**config.mk**
```make
export PLATFORM = sky130hd
export DESIGN_NAME = block_interrupt_enable_gate
export DESIGN_NICKNAME = d
export VERILOG_FILES = /design/src/shared/irq_gate_pkg.sv /design/src/rtl/block_pending_flag.sv /design/src/rtl/block_interrupt_enable_gate.sv
export SDC_FILE = /design/constraint.sdc
export NUM_CORES = 1
export LEC_CHECK = 0
export BUFFER_PORTS_ARGS = -buffer_cell sky130_fd_sc_hd__buf_2
export CAP_MARGIN = 20
export CORE_ASPECT_RATIO = 0.7
export CORE_UTILIZATION = 41
export CTS_BUF_LIST = sky130_fd_sc_hd__clkbuf_4
export CTS_CLUSTER_DIAMETER = 30
export DETAILED_ROUTE_END_ITERATION = 6
export PLACE_DENSITY = 0.82
export SLEW_MARGIN = 25
export SYNTH_ARGS = -nofsm -noshare
export SYNTH_HDL_FRONTEND = slang
export SYNTH_HIERARCHICAL = 1
export SYNTH_SLANG_ARGS = --single-unit
```
**constraint.sdc**
```tcl
create_clock -name REF_CLK_I -period 1.8 [get_ports REF_CLK_I]
set_input_delay 0.09 -clock REF_CLK_I [delete_from_list [all_inputs] [get_ports REF_CLK_I]]
set_output_delay 0.09 -clock REF_CLK_I [all_outputs]
set_load 0.01 [all_outputs]
```
**src/shared/irq_gate_pkg.sv**
```systemverilog
// package: offsets, field positions and reset values of the block interrupt enable gate
// Behaviour
// RL1: bit 7 gates national-bit block requests; 0 blocks them from the interrupt output.
// RL2: a set block enable alone never raises the interrupt; a source request is needed.
// RL3: bit 5 enables the recovered clock loss request; 0 suppresses it.
// RL4: bit 4 enables the one-second tick request; 0 means it is never raised.
// RL5: bit 3 gates all datalink controller requests at block level.
// RL6: bit 2 gates all elastic store requests at block level.
// RL7: bit 1 gates all alarm and error requests at block level.
// RL8: bit 0 gates all framer block requests at block level.
// RL9: each status flag sits at its enable bit position and shows a pending request.
// RL10: a status flag clears once the source status register has been read.
// RL11: interrupt is high while any pending request has its block enable set.
package irq_gate_pkg;
	// register indices as printed; byte address is four times the index
	localparam logic [11:0] BLOCK_INTERRUPT_STATUS_IDX = 12'hB00;
	localparam logic [11:0] BLOCK_INTERRUPT_ENABLE_IDX = 12'hB01;
	localparam int unsigned ADDR_W = 14;
	localparam logic [ADDR_W-1:0] STATUS_ADDR = {BLOCK_INTERRUPT_STATUS_IDX, 2'b00};
	localparam logic [ADDR_W-1:0] ENABLE_ADDR = {BLOCK_INTERRUPT_ENABLE_IDX, 2'b00};
	localparam logic [7:0] ENABLE_RESET = 8'h00;
	localparam logic [7:0] STATUS_RESET = 8'h00;
	// bit 6 is reserved in this mode
	localparam logic [7:0] ENABLE_WMASK = 8'hBF;
	localparam int unsigned NATIONAL_BIT_POS = 7;
	localparam int unsigned CLOCK_LOSS_POS = 5;
	localparam int unsigned ONE_SECOND_POS = 4;
	localparam int unsigned DATALINK_POS = 3;
	localparam int unsigned ELASTIC_STORE_POS = 2;
	localparam int unsigned ALARM_ERROR_POS = 1;
	localparam int unsigned FRAMER_POS = 0;
	localparam int unsigned NUM_SRC = 8;

	// per-block request lines and source-status read strobes
	typedef struct packed {
		logic [NUM_SRC-1:0] raise;
		logic [NUM_SRC-1:0] src_read;
	} source_events_s;

	// classic wishbone request
	typedef struct packed {
		logic cyc;
		logic stb;
		logic we;
		logic [3:0] sel;
		logic [ADDR_W-1:0] adr;
		logic [31:0] dat;
	} wb_req_s;
endpackage : irq_gate_pkg

```
**src/rtl/block_pending_flag.sv**
```systemverilog
// one block-level pending flag: set by source request, cleared by source status read
`timescale 1ns/1ps
module block_pending_flag (
	// clock and reset
	input wire logic REF_CLK_I,
	input wire logic NRST_I,
	// events
	input wire logic RAISE_I,
	input wire logic SRC_READ_I,
	// state
	output logic PENDING_O
);
	import irq_gate_pkg::*;
	logic pending_q;

	// set wins over a read in the same cycle so a fresh request is not lost
	always_ff @(posedge REF_CLK_I or negedge NRST_I) begin
		if (!NRST_I) begin
			pending_q <= 1'b0;
		end else if (RAISE_I) begin
			pending_q <= 1'b1; // [RL9]
		end else if (SRC_READ_I) begin
			pending_q <= 1'b0; // [RL10]
		end
	end

	assign PENDING_O = pending_q;
endmodule : block_pending_flag

```
**src/rtl/block_interrupt_enable_gate.sv**
```systemverilog
// block-level interrupt enable register, pending flags and gated interrupt output
//
// The implementer's own choice: the Wishbone interface to the registers.
`timescale 1ns/1ps
module block_interrupt_enable_gate (
	// clock and reset
	input wire logic REF_CLK_I,
	input wire logic NRST_I,
	// wishbone slave
	input wire irq_gate_pkg::wb_req_s WB_REQ_I,
	output logic [31:0] WB_DAT_O,
	output logic WB_ACK_O,
	// source side
	input wire irq_gate_pkg::source_events_s SRC_I,
	// interrupt
	output logic IRQ_O
);
	import irq_gate_pkg::*;

	// ack is the whole of the answer state, so it stands exactly one cycle
	typedef enum logic [0:0] {
		BUS_IDLE = 1'b0,
		BUS_ACK = 1'b1
	} bus_state_e;

	bus_state_e bus_state_q;
	bus_state_e bus_state_d;
	logic [7:0] block_interrupt_enable_q;
	logic [7:0] block_interrupt_enable_d;
	wire logic [7:0] block_interrupt_status;
	wire logic [7:0] gated_raise;
	wire logic [7:0] gated_request;
	logic [31:0] rdata_q;
	logic [31:0] rdata_d;
	logic irq_q;
	logic irq_d;
	logic request;
	logic access;
	logic commit;
	logic enable_write;
	logic hit_enable;
	logic hit_status;

	// a request is taken only while no answer is out, so a held request is not served twice
	assign request = WB_REQ_I.cyc && WB_REQ_I.stb;
	assign access = request && (bus_state_q == BUS_IDLE);
	// a write lands at the edge where the master sees ack high, not earlier
	assign commit = request && (bus_state_q == BUS_ACK);
	assign hit_enable = (WB_REQ_I.adr == ENABLE_ADDR);
	assign hit_status = (WB_REQ_I.adr == STATUS_ADDR);
	// only byte lane 0 carries the register
	assign enable_write = commit && WB_REQ_I.we && hit_enable && WB_REQ_I.sel[0];

	always_comb begin
		bus_state_d = bus_state_q;
		case (bus_state_q)
			BUS_IDLE: begin
				if (access) begin
					bus_state_d = BUS_ACK;
				end
			end
			BUS_ACK: begin
				bus_state_d = BUS_IDLE;
			end
			default: begin
				bus_state_d = BUS_IDLE;
			end
		endcase
	end

	always_ff @(posedge REF_CLK_I or negedge NRST_I) begin
		if (!NRST_I) begin
			bus_state_q <= BUS_IDLE;
		end else begin
			bus_state_q <= bus_state_d;
		end
	end

	// read data is latched when the request is taken and stands until the next read
	// unmapped addresses read as zero but are still answered
	always_comb begin
		rdata_d = rdata_q;
		if (access && !WB_REQ_I.we) begin
			if (hit_enable) begin
				rdata_d = {24'h000000, block_interrupt_enable_q};
			end else if (hit_status) begin
				rdata_d = {24'h000000, block_interrupt_status}; // [RL9]
			end else begin
				rdata_d = 32'h00000000;
			end
		end
	end

	always_ff @(posedge REF_CLK_I or negedge NRST_I) begin
		if (!NRST_I) begin
			rdata_q <= 32'h00000000;
		end else begin
			rdata_q <= rdata_d;
		end
	end

	for (genvar b = 0; b < NUM_SRC; b++) begin : g_bit
		// reserved bit stays zero whatever software writes
		assign block_interrupt_enable_d[b] = enable_write ? (WB_REQ_I.dat[b] & ENABLE_WMASK[b])
			: block_interrupt_enable_q[b];
		// clock loss and one-second enables act at the source: a disabled event never sets its flag
		if (b == CLOCK_LOSS_POS || b == ONE_SECOND_POS) begin : g_source_level // [RL3] [RL4]
			assign gated_raise[b] = SRC_I.raise[b] & block_interrupt_enable_q[b];
		end else begin : g_block_level
			// except for reserved bit 6, which never sets, the flag sets while the block is disabled, so the pin follows once it is enabled
			assign gated_raise[b] = SRC_I.raise[b] & ENABLE_WMASK[b];
		end
		block_pending_flag u_flag (
			.REF_CLK_I(REF_CLK_I),
			.NRST_I(NRST_I),
			.RAISE_I(gated_raise[b]),
			.SRC_READ_I(SRC_I.src_read[b]),
			.PENDING_O(block_interrupt_status[b])
		);
		// a set enable alone never asserts: a pending flag is needed as well
		assign gated_request[b] = block_interrupt_status[b] & block_interrupt_enable_q[b]; // [RL1] [RL2] [RL5] [RL6] [RL7] [RL8]
	end

	always_ff @(posedge REF_CLK_I or negedge NRST_I) begin
		if (!NRST_I) begin
			block_interrupt_enable_q <= ENABLE_RESET;
		end else begin
			block_interrupt_enable_q <= block_interrupt_enable_d;
		end
	end

	// registered so the pin is glitch free; costs one cycle of latency
	assign irq_d = |gated_request; // [RL11]

	always_ff @(posedge REF_CLK_I or negedge NRST_I) begin
		if (!NRST_I) begin
			irq_q <= 1'b0;
		end else begin
			irq_q <= irq_d;
		end
	end

	assign WB_ACK_O = (bus_state_q == BUS_ACK);
	assign WB_DAT_O = rdata_q;
	assign IRQ_O = irq_q;
endmodule : block_interrupt_enable_gate

```
* Yosys cells after proc, flatten, opt, wreduce, memory -nomap -nowiden
Cells that the tools add are included.
Word-level totals: flip-flop bits (word level) 48, input port bits 71, output and inout bits 34, logic and storage cells 57
Cells by class: equality and inequality tests 2, multiplexer cells 18, bitwise operators 10, reductions and logical operators 16
Operators by type and width (number):
- 2-to-1 mux 32 bit | 1
- equality test 14 bit (second input constant) | 2
- 2-to-1 mux 1 bit | 15
- nonzero test 2 bit | 7
- bitwise AND 1 bit | 9
- 2-to-1 mux 8 bit | 1
- logical AND 1 bit | 7
- OR reduction 7 bit | 1
- one-hot mux 1 bit (2 select lines) | 1
- logical NOT 1 bit | 1
- NOT 1 bit | 1

* Longest topological paths before layout
depth after elaboration 5, mapped depth 6, gate-level depth less buffers 4

* By module
Netlist, hierarchy kept.
By module, submodules not included:
- block_interrupt_enable_gate | instances 1, cells an instance 93, area an instance 1054.8 um^2, sequential area each 425.4 um^2
- block_pending_flag | instances 8, cells an instance 3, area an instance 36.3 um^2, sequential area each 25.0 um^2

* Worst setup path before layout
No wires, ideal clock.
kind input -> register, start in WB_REQ_I[32] (netlist bit), end reg block_interrupt_enable_q[0], library setup time 125 ps, arrival time 1393 ps, required time 1675 ps, setup slack 282 ps, cell stages on the path 5, path buffers 1, cells stage by stage nor3b_1 -> nand4_4 -> or3_1 -> buf_6 -> mux2_4
On the way: cells in the longest elaborated chain, start to end 3
Ends and longest elaborated chain:
- start, declared | RTL line block_interrupt_enable_gate.sv:10 | input wire irq_gate_pkg::wb_req_s WB_REQ_I,
- equality test 14 bit | RTL line block_interrupt_enable_gate.sv:49 | assign hit_enable = (WB_REQ_I.adr == ENABLE_ADDR);
- logical AND 1 bit (2 in a row) | RTL line block_interrupt_enable_gate.sv:52 | assign enable_write = commit && WB_REQ_I.we && hit_enable && WB_REQ_I.sel[0];
- end signal, assigned | RTL line block_interrupt_enable_gate.sv:128 | block_interrupt_enable_q <= block_interrupt_enable_d;
- end, declared | RTL line block_interrupt_enable_gate.sv:28 | logic [7:0] block_interrupt_enable_q;
Every way passes these cells. A chain may end at the register's enable or synchronous reset.

* Final worst setup path
start reg bus_state_q, in the netlist WB_ACK_O, end reg block_interrupt_enable_q[0]
On the way: cells in the longest elaborated chain, start to end 4
Ends and longest elaborated chain:
- start, declared | RTL line block_interrupt_enable_gate.sv:26 | bus_state_e bus_state_q;
- start signal, assigned | RTL line block_interrupt_enable_gate.sv:75 | bus_state_q <= bus_state_d;
- logical AND 1 bit | RTL line block_interrupt_enable_gate.sv:48 | assign commit = request && (bus_state_q == BUS_ACK);
- logical AND 1 bit (3 in a row) | RTL line block_interrupt_enable_gate.sv:52
Every way passes these cells.

==> metrics <==
status=finished with violations; failing checks=design-rule violations; CTS tree=yes; Fin Setup TNS=0 ns; CP required=slightly above 2 ns; Setup CP Type=register to register; area leader, netlist=dfrtp_1; sequential cell area fraction in the yosys report=0.4651; DRC=15; post-synth top area share=0.4651; I/O Buffers=51; Pwr Density=~580 nW/um^2; Tightest Pin Transition=approximately 0.56 ns; Cell Rows=16; Die X-Extent=between 70 and 80 um; synth top area cells=dfrtp_1 (47%), buf_4 (14%), mux2_4 (7.8%); period utilization=0.8462; relative slew slack=0.6294; RSZ-0062 raised after global routing=false; Top delay family on crit path=simple AND/OR/NAND/NOR gates; Hold Crit Class=primary input to register; Worst VDD drop=~0.00032 V; Max-Cap Viols=0; ys flop type=dfrtp_1; ant diodes=0; total number of vias=approximately 1.0k; Pwr Total=about 1000 uW; Initial Util=0.4540; TritonCTS Buffers=3; Area Growth Syn to Fin=25.95%; GP Congestion=0.6932; DRT Pass-1 Iters=6; HPWL after DPL=1.870 mm; Fin. Hold Viols=0; first-pass GRT wire length=4.174 mm; CTS resizes=0; die height=roughly 50 um; multi-input logic area=569.3 sq um; Sequential Area=roughly 630 sq um; final net count=approximately 250; EDFF count, synth=0; Core Box Area=between 2000 and 3000 sq um; crit-path cells=nand4_1 > or3_1 > mux2_4; share of flip-flops with an asynchronous set or reset=1.000; Final setup viols=0; crit path launch type=register; Total GRT Usage=0.1553; CP peak stage delay=0.56 ns; wire per inst=around 12 um; post-synthesis cell type count=22; die area=approximately 3500 sq um; Routed Antenna Nets=0; H-tree depth=1; grt ovf=0; Slew Limit Fails=0; clk sinks=25; Vias/cell=approximately 4.6; Post-Synthesis Cell Area=~1300 sq um; Root Driver=clkbuf_4; Worst-Skew Late Latency=0.32 ns; CP Capture Type=register; crit-path max FO=7; initial antenna violation count=0; final wirelength=~2.6 mm; clock transition at the registers of the reported paths=~0.14 ns; Pleak=0.9841 nW; Ports=~110; Synth Register Bits=25; First DRT Iteration DRCs=58; vias in the first global route=about 960; CTS max path bufs=2; synthesized area per cell=between 10 and 15 sq um; share of cells above drive strength 1=0.3626; largest net degree at the start of global routing=26; YS warnings=6; clock skew=between 0.002 and 0.0025 ns; synthesized instance count=117; Slowest-stage cell, CP=or3_1; Filler cells=between 200 and 300; min Tclk post-route=1.523 ns; critical path arrival=between 1.5 and 2 ns; CP Buf/Inv Count=0; Max Freq=about 0.66 GHz
per-stage QoR:
step / cells / utilization / hold slack (ns) / area, sq um / setup WS [ns]
after floorplan: 141 / - / -0.2056 / 1435 / 0.2818
after global placement: 201 / 0.5186 / 0.1089 / 1536 / 0.05705
after detailed placement: 201 / 0.5186 / 0.1122 / 1536 / 0.03270
after CTS: 217 / 0.5684 / 0.004330 / 1684 / 0.2776
after global routing: 218 / 0.5718 / 0.01358 / 1694 / 0.1934
final: 218 / 0.5718 / 0.01643 / 1694 / 0.2769
layout make-up:
class | count | area share
well taps | 36 | 0.02659
inverters | 9 | 0.01994
flip-flops and latches | 25 | 0.3693
clock inverters | 1 | 0.002954
repair buffers | 65 | 0.2319
multi-input cells | 79 | 0.3360
clock buffers | 3 | 0.01329
timing repair:
action                                  4_1_cts  5_1_grt
endpoints found under the setup margin        0        0
buffers inserted                              0        0
hold endpoints to repair                     36        1
hold buffers                                 12        1
final timing paths:
kind / endpoint / cells after the start / slack [ns] / from
worst max-delay path: block_interrupt_enable_q[0] / 3 / 0.28 / WB_ACK_O
worst min-delay path: g_bit[7].u_flag/PENDING_O / 3 / 0.02 / SRC_I[7]
worst max register to register: block_interrupt_enable_q[0] / 3 / 0.28 / WB_ACK_O
worst min register to register: WB_ACK_O / 1 / 0.48 / WB_ACK_O
max in group asynchronous: WB_DAT_O[4] / 2 / 1.15 / NRST_I
min in group asynchronous: g_bit[4].u_flag/PENDING_O / 2 / 0.28 / NRST_I
worst min-delay path, cell delays in order:
cell and delay [ns]:
buf_2 0.09, inv_1 0.04, a21o_1 0.09
report_power, final:
group | internal [mW] | total, mW | leakage [nW] | switching [mW]
Combinational | 0.0690 | 0.142 | 0.637 | 0.0732
Clock | 0.0832 | 0.253 | 0.0177 | 0.169
Sequential | 0.572 | 0.580 | 0.329 | 0.00774
routing by layer:
| layer | global-route usage | share of wire | vias to the layer above | wire (um) |
|---|---|---|---|---|
| met5 | 0 | 0 | - | 0 |
| met2 | 0.2977 | 0.50 | 53 | 1299 |
| li1 | - | - | 481 | - |
| met4 | 0.02381 | 0.0065 | 0 | 17 |
| met3 | 0.05112 | 0.088 | 2 | 230 |
| met1 | 0.1699 | 0.40 | 476 | 1053 |
cells by family after synthesis:
| logic type | count (synthesis) | share of synthesized area |
|---|---|---|
| buf+inv | 37 | 0.1786 |
| flops | 25 | 0.4651 |
| simple gates | 21 | 0.1144 |
| compound gates | 19 | 0.1088 |
| mux | 14 | 0.1302 |
| other cells | 1 | 0.002788 |
placed cells by master (no fill, tap or decap):
cell and instances:
buf_2 51, clkbuf_4 3, a21o_1 8, inv_1 9
nand3_1 1, or3_1 2, nand4_4 1, nor3b_1 1
buf_4 1, nand2_1 9, o31ai_1 7, dfrtp_1 25
o41ai_1 1, dlygate4sd3_1 13, a22oi_1 2, and2_1 2
mux2i_1 7, clkinv_2 1, nor2_1 2, mux2_4 7
nor4b_4 2, nand4_1 1, a222oi_1 1, conb_1 25
flip-flops by register name (all words and copies together) (netlist names):
name,flops
WB_ACK_O,1
g_bit.u_flag/PENDING_O,8
WB_DAT_O,8
IRQ_O,1
block_interrupt_enable_q,7
cells in the mapped netlist (7+ instances only):
cell	number
inv_1	9
buf_4	25
nand2_1	9
mux2i_1	7
mux2_4	7
dfrtp_1	25
o31ai_1	7
a21o_1	8
Power figures use the tool's default switching activity.
